## config.mk

```make
export PLATFORM = sky130hd
export DESIGN_NAME = qpq_regs
export DESIGN_NICKNAME = d
export VERILOG_FILES = /design/src/logic/qpq_pkg.sv /design/src/logic/qpq_ptp_prio.sv /design/src/logic/qpq_fwd_ctrl.sv /design/src/logic/qpq_regs.sv
export VERILOG_INCLUDE_DIRS = /design/src /design/src/logic
export SDC_FILE = /design/constraint.sdc
export NUM_CORES = 1
export LEC_CHECK = 0
export ABC_AREA = 1
export BUFFER_PORTS_ARGS = -buffer_cell sky130_fd_sc_hd__buf_2
export CORE_UTILIZATION = 50
export DETAILED_ROUTE_END_ITERATION = 8
export HOLD_SLACK_MARGIN = 0.1
export PLACE_DENSITY_LB_ADDON = 0.1
export SETUP_SLACK_MARGIN = 0.1
export SLEW_MARGIN = 20
export SYNTH_ARGS = -nofsm -noshare
export SYNTH_HDL_FRONTEND = slang
export SYNTH_SLANG_ARGS = --single-unit
```

## constraint.sdc

```tcl
create_clock -name CLK -period 4.1 [get_ports CLK]
set_clock_uncertainty 0.15 [all_clocks]
set_input_delay 0.615 -clock CLK [delete_from_list [all_inputs] [get_ports CLK]]
set_output_delay 0.615 -clock CLK [all_outputs]
set_load 0.1 [all_outputs]
```

## src/logic/qpq_params.svh

```systemverilog
// Offsets, field positions and reset values of the QoS priority/queue register bank
`ifndef QPQ_PARAMS_SVH
`define QPQ_PARAMS_SVH

// ----------------------------------------------------------------
// Register byte offsets
// ----------------------------------------------------------------
`define QPQ_WRED_COLOR_CODEPOINT_MAP 16'h0378
`define QPQ_PTP_EVENT_PRIORITY_CTRL 16'h037C
`define QPQ_PTP_NONEVENT_PRIORITY_CTRL 16'h037D
`define QPQ_QUEUE_MANAGEMENT_CTRL 16'h0390

// ----------------------------------------------------------------
// Field positions
// ----------------------------------------------------------------
`define QPQ_RED_HI 5
`define QPQ_RED_LO 4
`define QPQ_YELLOW_HI 3
`define QPQ_YELLOW_LO 2
`define QPQ_GREEN_HI 1
`define QPQ_GREEN_LO 0
`define QPQ_OVERRIDE_BIT 7
`define QPQ_PRIO_HI 3
`define QPQ_PRIO_LO 0
`define QPQ_MAP_HI 7
`define QPQ_MAP_LO 6
`define QPQ_RSVD_HI 5
`define QPQ_RSVD_LO 2
`define QPQ_DISCARD_BIT 1
`define QPQ_RSVD0_BIT 0

// ----------------------------------------------------------------
// Reset values
// ----------------------------------------------------------------
`define QPQ_RED_RST 2'h3
`define QPQ_YELLOW_RST 2'h2
`define QPQ_GREEN_RST 2'h1
`define QPQ_OVERRIDE_RST 1'h0
`define QPQ_PRIO_RST 4'hF
`define QPQ_MAP_RST 2'h2
`define QPQ_RSVD_RST 4'h0
`define QPQ_DISCARD_RST 1'h1
`define QPQ_RSVD0_RST 1'h0

`endif

```

## src/logic/qpq_pkg.sv

```systemverilog
// Types shared by the QoS priority/queue register bank
package qpq_pkg;
    typedef logic [1:0] qpq_code_t;
    typedef logic [3:0] qpq_prio_t;
    typedef logic [6:0] qpq_ports_t;
    typedef logic [31:0] qpq_data_t;
    typedef logic [15:0] qpq_addr_t;
    // Two-queue split selector; 01 is an unused encoding
    typedef enum logic [1:0] {
        QPQ_MAP_TOP1 = 2'h0,
        QPQ_MAP_UNUSED = 2'h1,
        QPQ_MAP_TOP2 = 2'h2,
        QPQ_MAP_TOP3 = 2'h3
    } qpq_map_t;
    // Colour selector on the lookup port
    typedef enum logic [1:0] {
        QPQ_COL_GREEN = 2'h0,
        QPQ_COL_YELLOW = 2'h1,
        QPQ_COL_RED = 2'h2,
        QPQ_COL_NONE = 2'h3
    } qpq_color_t;
endpackage

```

## src/logic/qpq_ptp_prio.sv

```systemverilog
// PTP message priority override stage
`timescale 1ns/1ps
`include "qpq_params.svh"
module qpq_ptp_prio (
    input wire logic clk, // Core clock
    input wire logic rst, // Async reset, high
    input wire logic pkt_valid, // Packet qualifier
    input wire logic is_event, // Packet is a PTP event message
    input wire logic is_nonevent, // Packet is a PTP non-event message
    input wire qpq_pkg::qpq_prio_t qos_prio, // Priority from normal QoS
    input wire logic evt_override, // Event override enable
    input wire qpq_pkg::qpq_prio_t evt_prio, // Forced event priority
    input wire logic nevt_override, // Non-event override enable
    input wire qpq_pkg::qpq_prio_t nevt_prio, // Forced non-event priority
    output logic prio_valid, // Result qualifier
    output qpq_pkg::qpq_prio_t prio, // Resulting priority
    output logic forced // Result came from an override
);
    wire force_evt;
    wire force_nevt;
    wire qpq_pkg::qpq_prio_t next_prio;

    // Event wins if a packet is flagged both ways; a frame cannot really be both
    assign force_evt = is_event && evt_override;
    assign force_nevt = !is_event && is_nonevent && nevt_override;
    assign next_prio = force_evt ? evt_prio :
                       force_nevt ? nevt_prio :
                       qos_prio;

    always_ff @(posedge clk or posedge rst) begin
        if (rst) begin
            prio_valid <= 1'h0;
            prio <= 4'h0;
            forced <= 1'h0;
        end else begin
            prio_valid <= pkt_valid;
            prio <= pkt_valid ? next_prio : 4'h0;
            forced <= pkt_valid && (force_evt || force_nevt);
        end
    end
endmodule

```

## src/logic/qpq_fwd_ctrl.sv

```systemverilog
// Two-queue split and port membership forwarding stage
`timescale 1ns/1ps
module qpq_fwd_ctrl (
    input wire logic clk, // Core clock
    input wire logic rst, // Async reset, high
    input wire qpq_pkg::qpq_map_t map_sel, // Two-queue split selector
    input wire qpq_pkg::qpq_code_t regen_prio, // Regenerated 2-bit priority
    input wire logic frame_valid, // Frame qualifier
    input wire logic discard_en, // Confine every frame to membership
    input wire qpq_pkg::qpq_ports_t dest_ports, // Lookup destination ports
    input wire qpq_pkg::qpq_ports_t member_ports, // Per-port membership set
    input wire logic mirror_en, // Mirroring enabled
    input wire logic mirrored, // Frame is mirrored to another port
    output logic high_queue, // Priority goes to the high queue
    output logic fwd_valid, // Forwarding result qualifier
    output qpq_pkg::qpq_ports_t fwd_ports, // Resulting forwarding ports
    output logic frame_drop // Frame is dropped
);
    logic next_high;
    wire single_dest;
    wire mirror_drop;
    wire qpq_pkg::qpq_ports_t next_fwd;

    always_comb begin
        case (map_sel)
            qpq_pkg::QPQ_MAP_TOP1: next_high = (regen_prio == 2'h3);
            qpq_pkg::QPQ_MAP_TOP3: next_high = (regen_prio != 2'h0);
            // Unused code behaves as the reset split rather than hanging traffic
            default: next_high = regen_prio[1];
        endcase
    end

    assign single_dest = (dest_ports != 7'h00) && ((dest_ports & (dest_ports - 7'h01)) == 7'h00);
    assign mirror_drop = !discard_en && single_dest && mirror_en && mirrored;
    assign next_fwd = discard_en ? (dest_ports & member_ports) :
                      single_dest ? dest_ports :
                      (dest_ports & member_ports);

    always_ff @(posedge clk or posedge rst) begin
        if (rst) begin
            high_queue <= 1'h0;
            fwd_valid <= 1'h0;
            fwd_ports <= 7'h00;
            frame_drop <= 1'h0;
        end else begin
            high_queue <= next_high;
            fwd_valid <= frame_valid;
            fwd_ports <= (frame_valid && !mirror_drop) ? next_fwd : 7'h00;
            frame_drop <= frame_valid && mirror_drop;
        end
    end
endmodule

```

## src/logic/qpq_regs.sv

```systemverilog
// QoS priority and queue control register bank with its datapath stages
//
// Decided for this implementation: the address-and-strobe port.
`timescale 1ns/1ps
`include "qpq_params.svh"

// Functional notes
// - Red, yellow and green code-point fields are 2 bits each and reset to 11b, 10b and 01b.
// - With the event override clear PTP event messages keep their QoS priority, else forced.
// - The 4-bit event priority in bits 3:0 resets to all ones and is used while forced.
// - With the non-event override clear non-event messages keep QoS priority, else forced.
// - The 4-bit non-event priority in bits 3:0 resets to all ones and is used while forced.
// - The two-queue selector sends 3 high for 00, 2-3 high for 10, 1-3 high for 11; reset 10.
// - With the membership discard bit set, its reset value, frames stay within membership.
// - With the discard bit clear, single-destination frames ignore the membership set.
// - With the discard bit clear and mirroring on, a mirrored single-destination frame drops.
module qpq_regs (
    input wire logic CLK, // Core clock, 125 MHz
    input wire logic RST, // Async reset, high
    input wire qpq_pkg::qpq_addr_t ADDR, // Register byte address
    input wire qpq_pkg::qpq_data_t WDATA, // Write data
    input wire logic WR, // Write strobe
    input wire logic RD, // Read strobe
    output qpq_pkg::qpq_data_t RDATA, // Read data, cycle after RD
    input wire logic PKT_VALID, // Packet classification request
    input wire logic PTP_EVENT, // Packet is a PTP event message
    input wire logic PTP_NONEVENT, // Packet is a PTP non-event message
    input wire qpq_pkg::qpq_prio_t QOS_PRIO, // Priority from normal QoS
    output logic PRIO_VALID, // Priority result qualifier
    output qpq_pkg::qpq_prio_t PKT_PRIO, // Queuing priority
    output logic PRIO_FORCED, // Priority came from an override
    input wire qpq_pkg::qpq_code_t REGEN_PRIO, // Regenerated 2-bit priority
    output logic HIGH_QUEUE, // High queue select
    input wire logic FRAME_VALID, // Forwarding request
    input wire qpq_pkg::qpq_ports_t DEST_PORTS, // Lookup destination ports
    input wire qpq_pkg::qpq_ports_t MEMBER_PORTS, // Per-port membership set
    input wire logic MIRROR_EN, // Mirroring enabled
    input wire logic MIRRORED, // Frame mirrored to another port
    output logic FWD_VALID, // Forwarding result qualifier
    output qpq_pkg::qpq_ports_t FWD_PORTS, // Resulting forwarding ports
    output logic FRAME_DROP, // Frame dropped
    input wire qpq_pkg::qpq_color_t COLOR_SEL, // Colour to look up
    output qpq_pkg::qpq_code_t COLOR_CODEPOINT, // Code point of that colour
    output qpq_pkg::qpq_code_t RED_CODEPOINT, // Red code point
    output qpq_pkg::qpq_code_t YELLOW_CODEPOINT, // Yellow code point
    output qpq_pkg::qpq_code_t GREEN_CODEPOINT // Green code point
);
    // ----------------------------------------------------------------
    // Register storage
    // ----------------------------------------------------------------
    qpq_pkg::qpq_code_t red_cp;
    qpq_pkg::qpq_code_t yellow_cp;
    qpq_pkg::qpq_code_t green_cp;
    logic evt_override;
    qpq_pkg::qpq_prio_t evt_prio;
    logic nevt_override;
    qpq_pkg::qpq_prio_t nevt_prio;
    qpq_pkg::qpq_map_t two_queue_priority_map;
    logic [3:0] qm_spare;
    logic discard_en;
    logic qm_spare0;

    // ----------------------------------------------------------------
    // Address decode
    // ----------------------------------------------------------------
    wire hit_wred;
    wire hit_evt;
    wire hit_nevt;
    wire hit_qm;
    wire wr_wred;
    wire wr_evt;
    wire wr_nevt;
    wire wr_qm;

    assign hit_wred = (ADDR == `QPQ_WRED_COLOR_CODEPOINT_MAP);
    assign hit_evt = (ADDR == `QPQ_PTP_EVENT_PRIORITY_CTRL);
    assign hit_nevt = (ADDR == `QPQ_PTP_NONEVENT_PRIORITY_CTRL);
    assign hit_qm = (ADDR == `QPQ_QUEUE_MANAGEMENT_CTRL);
    assign wr_wred = WR && hit_wred;
    assign wr_evt = WR && hit_evt;
    assign wr_nevt = WR && hit_nevt;
    assign wr_qm = WR && hit_qm;

    // ----------------------------------------------------------------
    // Colour code-point map
    // ----------------------------------------------------------------
    // Bits 7:6 are not stored, so writes there fall away
    always_ff @(posedge CLK or posedge RST) begin
        if (RST) begin
            red_cp <= `QPQ_RED_RST;
            yellow_cp <= `QPQ_YELLOW_RST;
            green_cp <= `QPQ_GREEN_RST;
        end else if (wr_wred) begin
            red_cp <= WDATA[`QPQ_RED_HI:`QPQ_RED_LO];
            yellow_cp <= WDATA[`QPQ_YELLOW_HI:`QPQ_YELLOW_LO];
            green_cp <= WDATA[`QPQ_GREEN_HI:`QPQ_GREEN_LO];
        end
    end

    // ----------------------------------------------------------------
    // PTP event and non-event priority controls
    // ----------------------------------------------------------------
    always_ff @(posedge CLK or posedge RST) begin
        if (RST) begin
            evt_override <= `QPQ_OVERRIDE_RST;
            evt_prio <= `QPQ_PRIO_RST;
        end else if (wr_evt) begin
            evt_override <= WDATA[`QPQ_OVERRIDE_BIT];
            evt_prio <= WDATA[`QPQ_PRIO_HI:`QPQ_PRIO_LO];
        end
    end

    always_ff @(posedge CLK or posedge RST) begin
        if (RST) begin
            nevt_override <= `QPQ_OVERRIDE_RST;
            nevt_prio <= `QPQ_PRIO_RST;
        end else if (wr_nevt) begin
            nevt_override <= WDATA[`QPQ_OVERRIDE_BIT];
            nevt_prio <= WDATA[`QPQ_PRIO_HI:`QPQ_PRIO_LO];
        end
    end

    // ----------------------------------------------------------------
    // Queue management control
    // ----------------------------------------------------------------
    // The spare fields are writable storage; only bits 31:8 are read-only zero
    always_ff @(posedge CLK or posedge RST) begin
        if (RST) begin
            two_queue_priority_map <= qpq_pkg::qpq_map_t'(`QPQ_MAP_RST);
            qm_spare <= `QPQ_RSVD_RST;
            discard_en <= `QPQ_DISCARD_RST;
            qm_spare0 <= `QPQ_RSVD0_RST;
        end else if (wr_qm) begin
            two_queue_priority_map <= qpq_pkg::qpq_map_t'(WDATA[`QPQ_MAP_HI:`QPQ_MAP_LO]);
            qm_spare <= WDATA[`QPQ_RSVD_HI:`QPQ_RSVD_LO];
            discard_en <= WDATA[`QPQ_DISCARD_BIT];
            qm_spare0 <= WDATA[`QPQ_RSVD0_BIT];
        end
    end

    // ----------------------------------------------------------------
    // Read-back
    // ----------------------------------------------------------------
    wire qpq_pkg::qpq_data_t rd_wred;
    wire qpq_pkg::qpq_data_t rd_evt;
    wire qpq_pkg::qpq_data_t rd_nevt;
    wire qpq_pkg::qpq_data_t rd_qm;
    wire qpq_pkg::qpq_data_t next_rdata;

    assign rd_wred = {26'h0000000, red_cp, yellow_cp, green_cp};
    assign rd_evt = {24'h000000, evt_override, 3'h0, evt_prio};
    assign rd_nevt = {24'h000000, nevt_override, 3'h0, nevt_prio};
    assign rd_qm = {24'h000000, two_queue_priority_map, qm_spare, discard_en, qm_spare0};
    // Unmapped addresses read as zero
    assign next_rdata = !RD ? 32'h00000000 :
                        hit_wred ? rd_wred :
                        hit_evt ? rd_evt :
                        hit_nevt ? rd_nevt :
                        hit_qm ? rd_qm :
                        32'h00000000;

    // Data stand for exactly one cycle so a stale word is never mistaken for a read
    always_ff @(posedge CLK or posedge RST) begin
        if (RST) begin
            RDATA <= 32'h00000000;
        end else begin
            RDATA <= next_rdata;
        end
    end

    // ----------------------------------------------------------------
    // Colour lookup and code-point outputs
    // ----------------------------------------------------------------
    qpq_pkg::qpq_code_t next_color_cp;

    always_comb begin
        case (COLOR_SEL)
            qpq_pkg::QPQ_COL_GREEN: next_color_cp = green_cp;
            qpq_pkg::QPQ_COL_YELLOW: next_color_cp = yellow_cp;
            qpq_pkg::QPQ_COL_RED: next_color_cp = red_cp;
            default: next_color_cp = 2'h0;
        endcase
    end

    always_ff @(posedge CLK or posedge RST) begin
        if (RST) begin
            COLOR_CODEPOINT <= 2'h0;
            RED_CODEPOINT <= `QPQ_RED_RST;
            YELLOW_CODEPOINT <= `QPQ_YELLOW_RST;
            GREEN_CODEPOINT <= `QPQ_GREEN_RST;
        end else begin
            COLOR_CODEPOINT <= next_color_cp;
            RED_CODEPOINT <= red_cp;
            YELLOW_CODEPOINT <= yellow_cp;
            GREEN_CODEPOINT <= green_cp;
        end
    end

    // ----------------------------------------------------------------
    // PTP priority stage
    // ----------------------------------------------------------------
    qpq_ptp_prio u_ptp_prio (
        .clk(CLK),
        .rst(RST),
        .pkt_valid(PKT_VALID),
        .is_event(PTP_EVENT),
        .is_nonevent(PTP_NONEVENT),
        .qos_prio(QOS_PRIO),
        .evt_override(evt_override),
        .evt_prio(evt_prio),
        .nevt_override(nevt_override),
        .nevt_prio(nevt_prio),
        .prio_valid(PRIO_VALID),
        .prio(PKT_PRIO),
        .forced(PRIO_FORCED)
    );

    // ----------------------------------------------------------------
    // Queue split and forwarding stage
    // ----------------------------------------------------------------
    qpq_fwd_ctrl u_fwd_ctrl (
        .clk(CLK),
        .rst(RST),
        .map_sel(two_queue_priority_map),
        .regen_prio(REGEN_PRIO),
        .frame_valid(FRAME_VALID),
        .discard_en(discard_en),
        .dest_ports(DEST_PORTS),
        .member_ports(MEMBER_PORTS),
        .mirror_en(MIRROR_EN),
        .mirrored(MIRRORED),
        .high_queue(HIGH_QUEUE),
        .fwd_valid(FWD_VALID),
        .fwd_ports(FWD_PORTS),
        .frame_drop(FRAME_DROP)
    );
endmodule

```

==> out/metrics.cfg <==
[clocking]
numCtsBuffers = 5
htree_levels = 2
cts_root_buf = clkbuf_8
cts_hold_buf = 0
tritoncts = built
clk_pin_slew_ps = 90
insertion_delay_ps = 300
cts_resized = 0
clk_path_buf_depth = 2
post_cts_buffers = 0
numClockSinks = 56

[synth]
synth_cell_types = 26
synthTopCellsByArea = dfrtp_1 (34%), dfstp_2 (17%), nand2_1 (7.7%)
synth_top_family_by_area = simple AND/OR/NAND/NOR gates
yosys.area.top_type_share_pct = 33.8
avgSynthCellArea_um2 = 8.65
synth_seq_area_share_pct = 50.6
synthMuxAreaShare_pct = 0
synth_top_area_cell = dfrtp_1
yosys.area_share.simple_pct = 26.2
synth_adder_area_share_pct = 0.890
synth-warning-count = 0
synth_compound_area_share_pct = 8.94
netlist_area_um2 = 2810
ys_ff_latch = 56
synth_xor_area_share_pct = 0
syn_inst = 325

[route]
wl_um = 5510
num_vias = 2262
drc = 0
vias_per_cell = 4.64
ant_nets = 0
post_drt_wl_per_cell_um = 11.3
drtPass1Iterations = 4
drt-initial-drc-count = 90

[placement]
portBuffers = 87
gp_congestion = 0.799
place_inst = 479
hpwl_um = 4260

[power]
p_leak_nw = 1.86
power_density_nw_per_um2 = 343
ir_drop_mv = 0.195

[layout]
fin_cells = 487
final_core_util_pct = 63.1
final_common_cell = buf_2
fillers = 506
final_cell_mix = buf_2 (87), nand2_1 (58), inv_1 (41)
nets = 498
drive_gt1_share_pct = 34.5
area_growth_pct = 18.2
antennaDiodeCount = 0

[global_route]
grt_max_degree = 49
grtUsageTotal_pct = 19.8
grt_pass1_vias = 2133
antenna_found_initial = 0
grt_pass1_wl_um = 9380
grt_overflow = 0

[timing]
period_share_pct = 48.5
period_needed_ps = 1990
setup_violations = 0
max_slew_margin_pct = 36.4
final_max_slew_viol_count = 0
max_slew.worst_pin.slew_ps = 953
setup-tns-final_ps = 0
fmax_mhz = 503
hold_viol_final = 0
rsz0062_at_grt = no

[job]
maxCapViolations = 0

[setup_path]
cp.arrival_ps = 1220
path_cells = buf_2
crit_fanout = 1
cp-start-kind = flop
required_ps = 3340
slowest_stage = dfstp_2
end_kind = output pin
critPathBufInv = 1
critPathMaxStageDelay_ps = 520
crit_type = reg -> out
cpLargestDelayFamily = flip-flops

[floorplanning]
die_w_um = 77
rows = 26
die_height_um = 77
start_util_pct = 53.4
dieArea_um2 = 5930
core_area_um2 = 5270
ios = 136

[min_path]
holdCritPathClass = reg -> reg

[status]
status = finished clean

-- kinds of logic after synthesis --
group | Yosys count
AO/OA/AOI/OAI | 40
adder cells (fa/ha/maj) | 2
buffers and inverters | 70
flip-flops | 56
other | 1
AND/OR/NAND/NOR | 156
-- layout make-up --
type	count	area [um2]	area share (%)
clock buffer	7	76.3	2.29
clock inverter	1	30.0	0.903
inverter	43	161	4.85
multi-input combinational	222	1100	33.2
sequential	56	1420	42.8
tap	70	87.6	2.63
timing repair buffer	88	443	13.3
-- path summary, 6_finish.rpt --
check / slack (ps) / cells past startpoint / start / end
min in group asynchronous: 370 / 2 / RST / qm_spare[2]
max: 2110 / 1 / RED_CODEPOINT[1] / RED_CODEPOINT[1]
max in group asynchronous: 2650 / 3 / RST / discard_en
min: 250 / 0 / red_cp[0] / RED_CODEPOINT[0]
max reg2reg: 2590 / 8 / discard_en / u_fwd_ctrl.fwd_ports[3]
min reg2reg: 250 / 0 / red_cp[0] / RED_CODEPOINT[0]
-- power breakdown --
group          internal [W]  total, W  switching, W
clock              0.000183  0.000350      0.000167
sequential         0.000559  0.000561    0.00000142
combinational     0.0000353  0.000230      0.000195
-- cells in the mapped netlist (all sizes together) --
| library cell | count |
|---|---|
| nand3b | 3 |
| nor3b | 1 |
| nor3 | 4 |
| a21o | 1 |
| and2 | 1 |
| ha | 2 |
| dfrtp | 38 |
| dfstp | 18 |
| a21oi | 2 |
| nand3 | 27 |
| nand2 | 68 |
| nand4 | 9 |
| o21ai | 37 |
| inv | 43 |
| nor2 | 42 |
| or2 | 1 |
| buf | 27 |
| conb | 1 |
-- routing by layer --
layer / up-vias / share of wire (%) / global-route usage, %
met5: - / 0 / 0
met3: 4 / 6.7 / 5.60
met1: 1017 / 45 / 24.9
met2: 79 / 48 / 34.1
met4: 0 / 0.51 / 3.96
li1: 1162 / - / -
-- metrics by stage --
| step | power [W] | hold slack, ps | instance area, um2 | worst slack [ps] |
|---|---|---|---|---|
| 6_report | 0.00114 | 245 | 3330 | 2110 |
| 3_3_place_gp | 0.000800 | 233 | 3220 | 1870 |
| 2_1_floorplan | 0.000771 | 217 | 2900 | 1990 |
| 3_5_place_dp | 0.000802 | 233 | 3220 | 1850 |
| 4_1_cts | 0.00115 | 246 | 3330 | 2100 |
| 5_1_grt | 0.00119 | 254 | 3330 | 1980 |
-- registers in the layout (all words and copies together) (netlist names), 4 cells and up --
signal	cells
RDATA	8
u_fwd_ctrl.fwd_ports	7
evt_prio	4
nevt_prio	4
qm_spare	4
u_ptp_prio.prio	4
No activity file was read; power rests on OpenSTA's default activity.
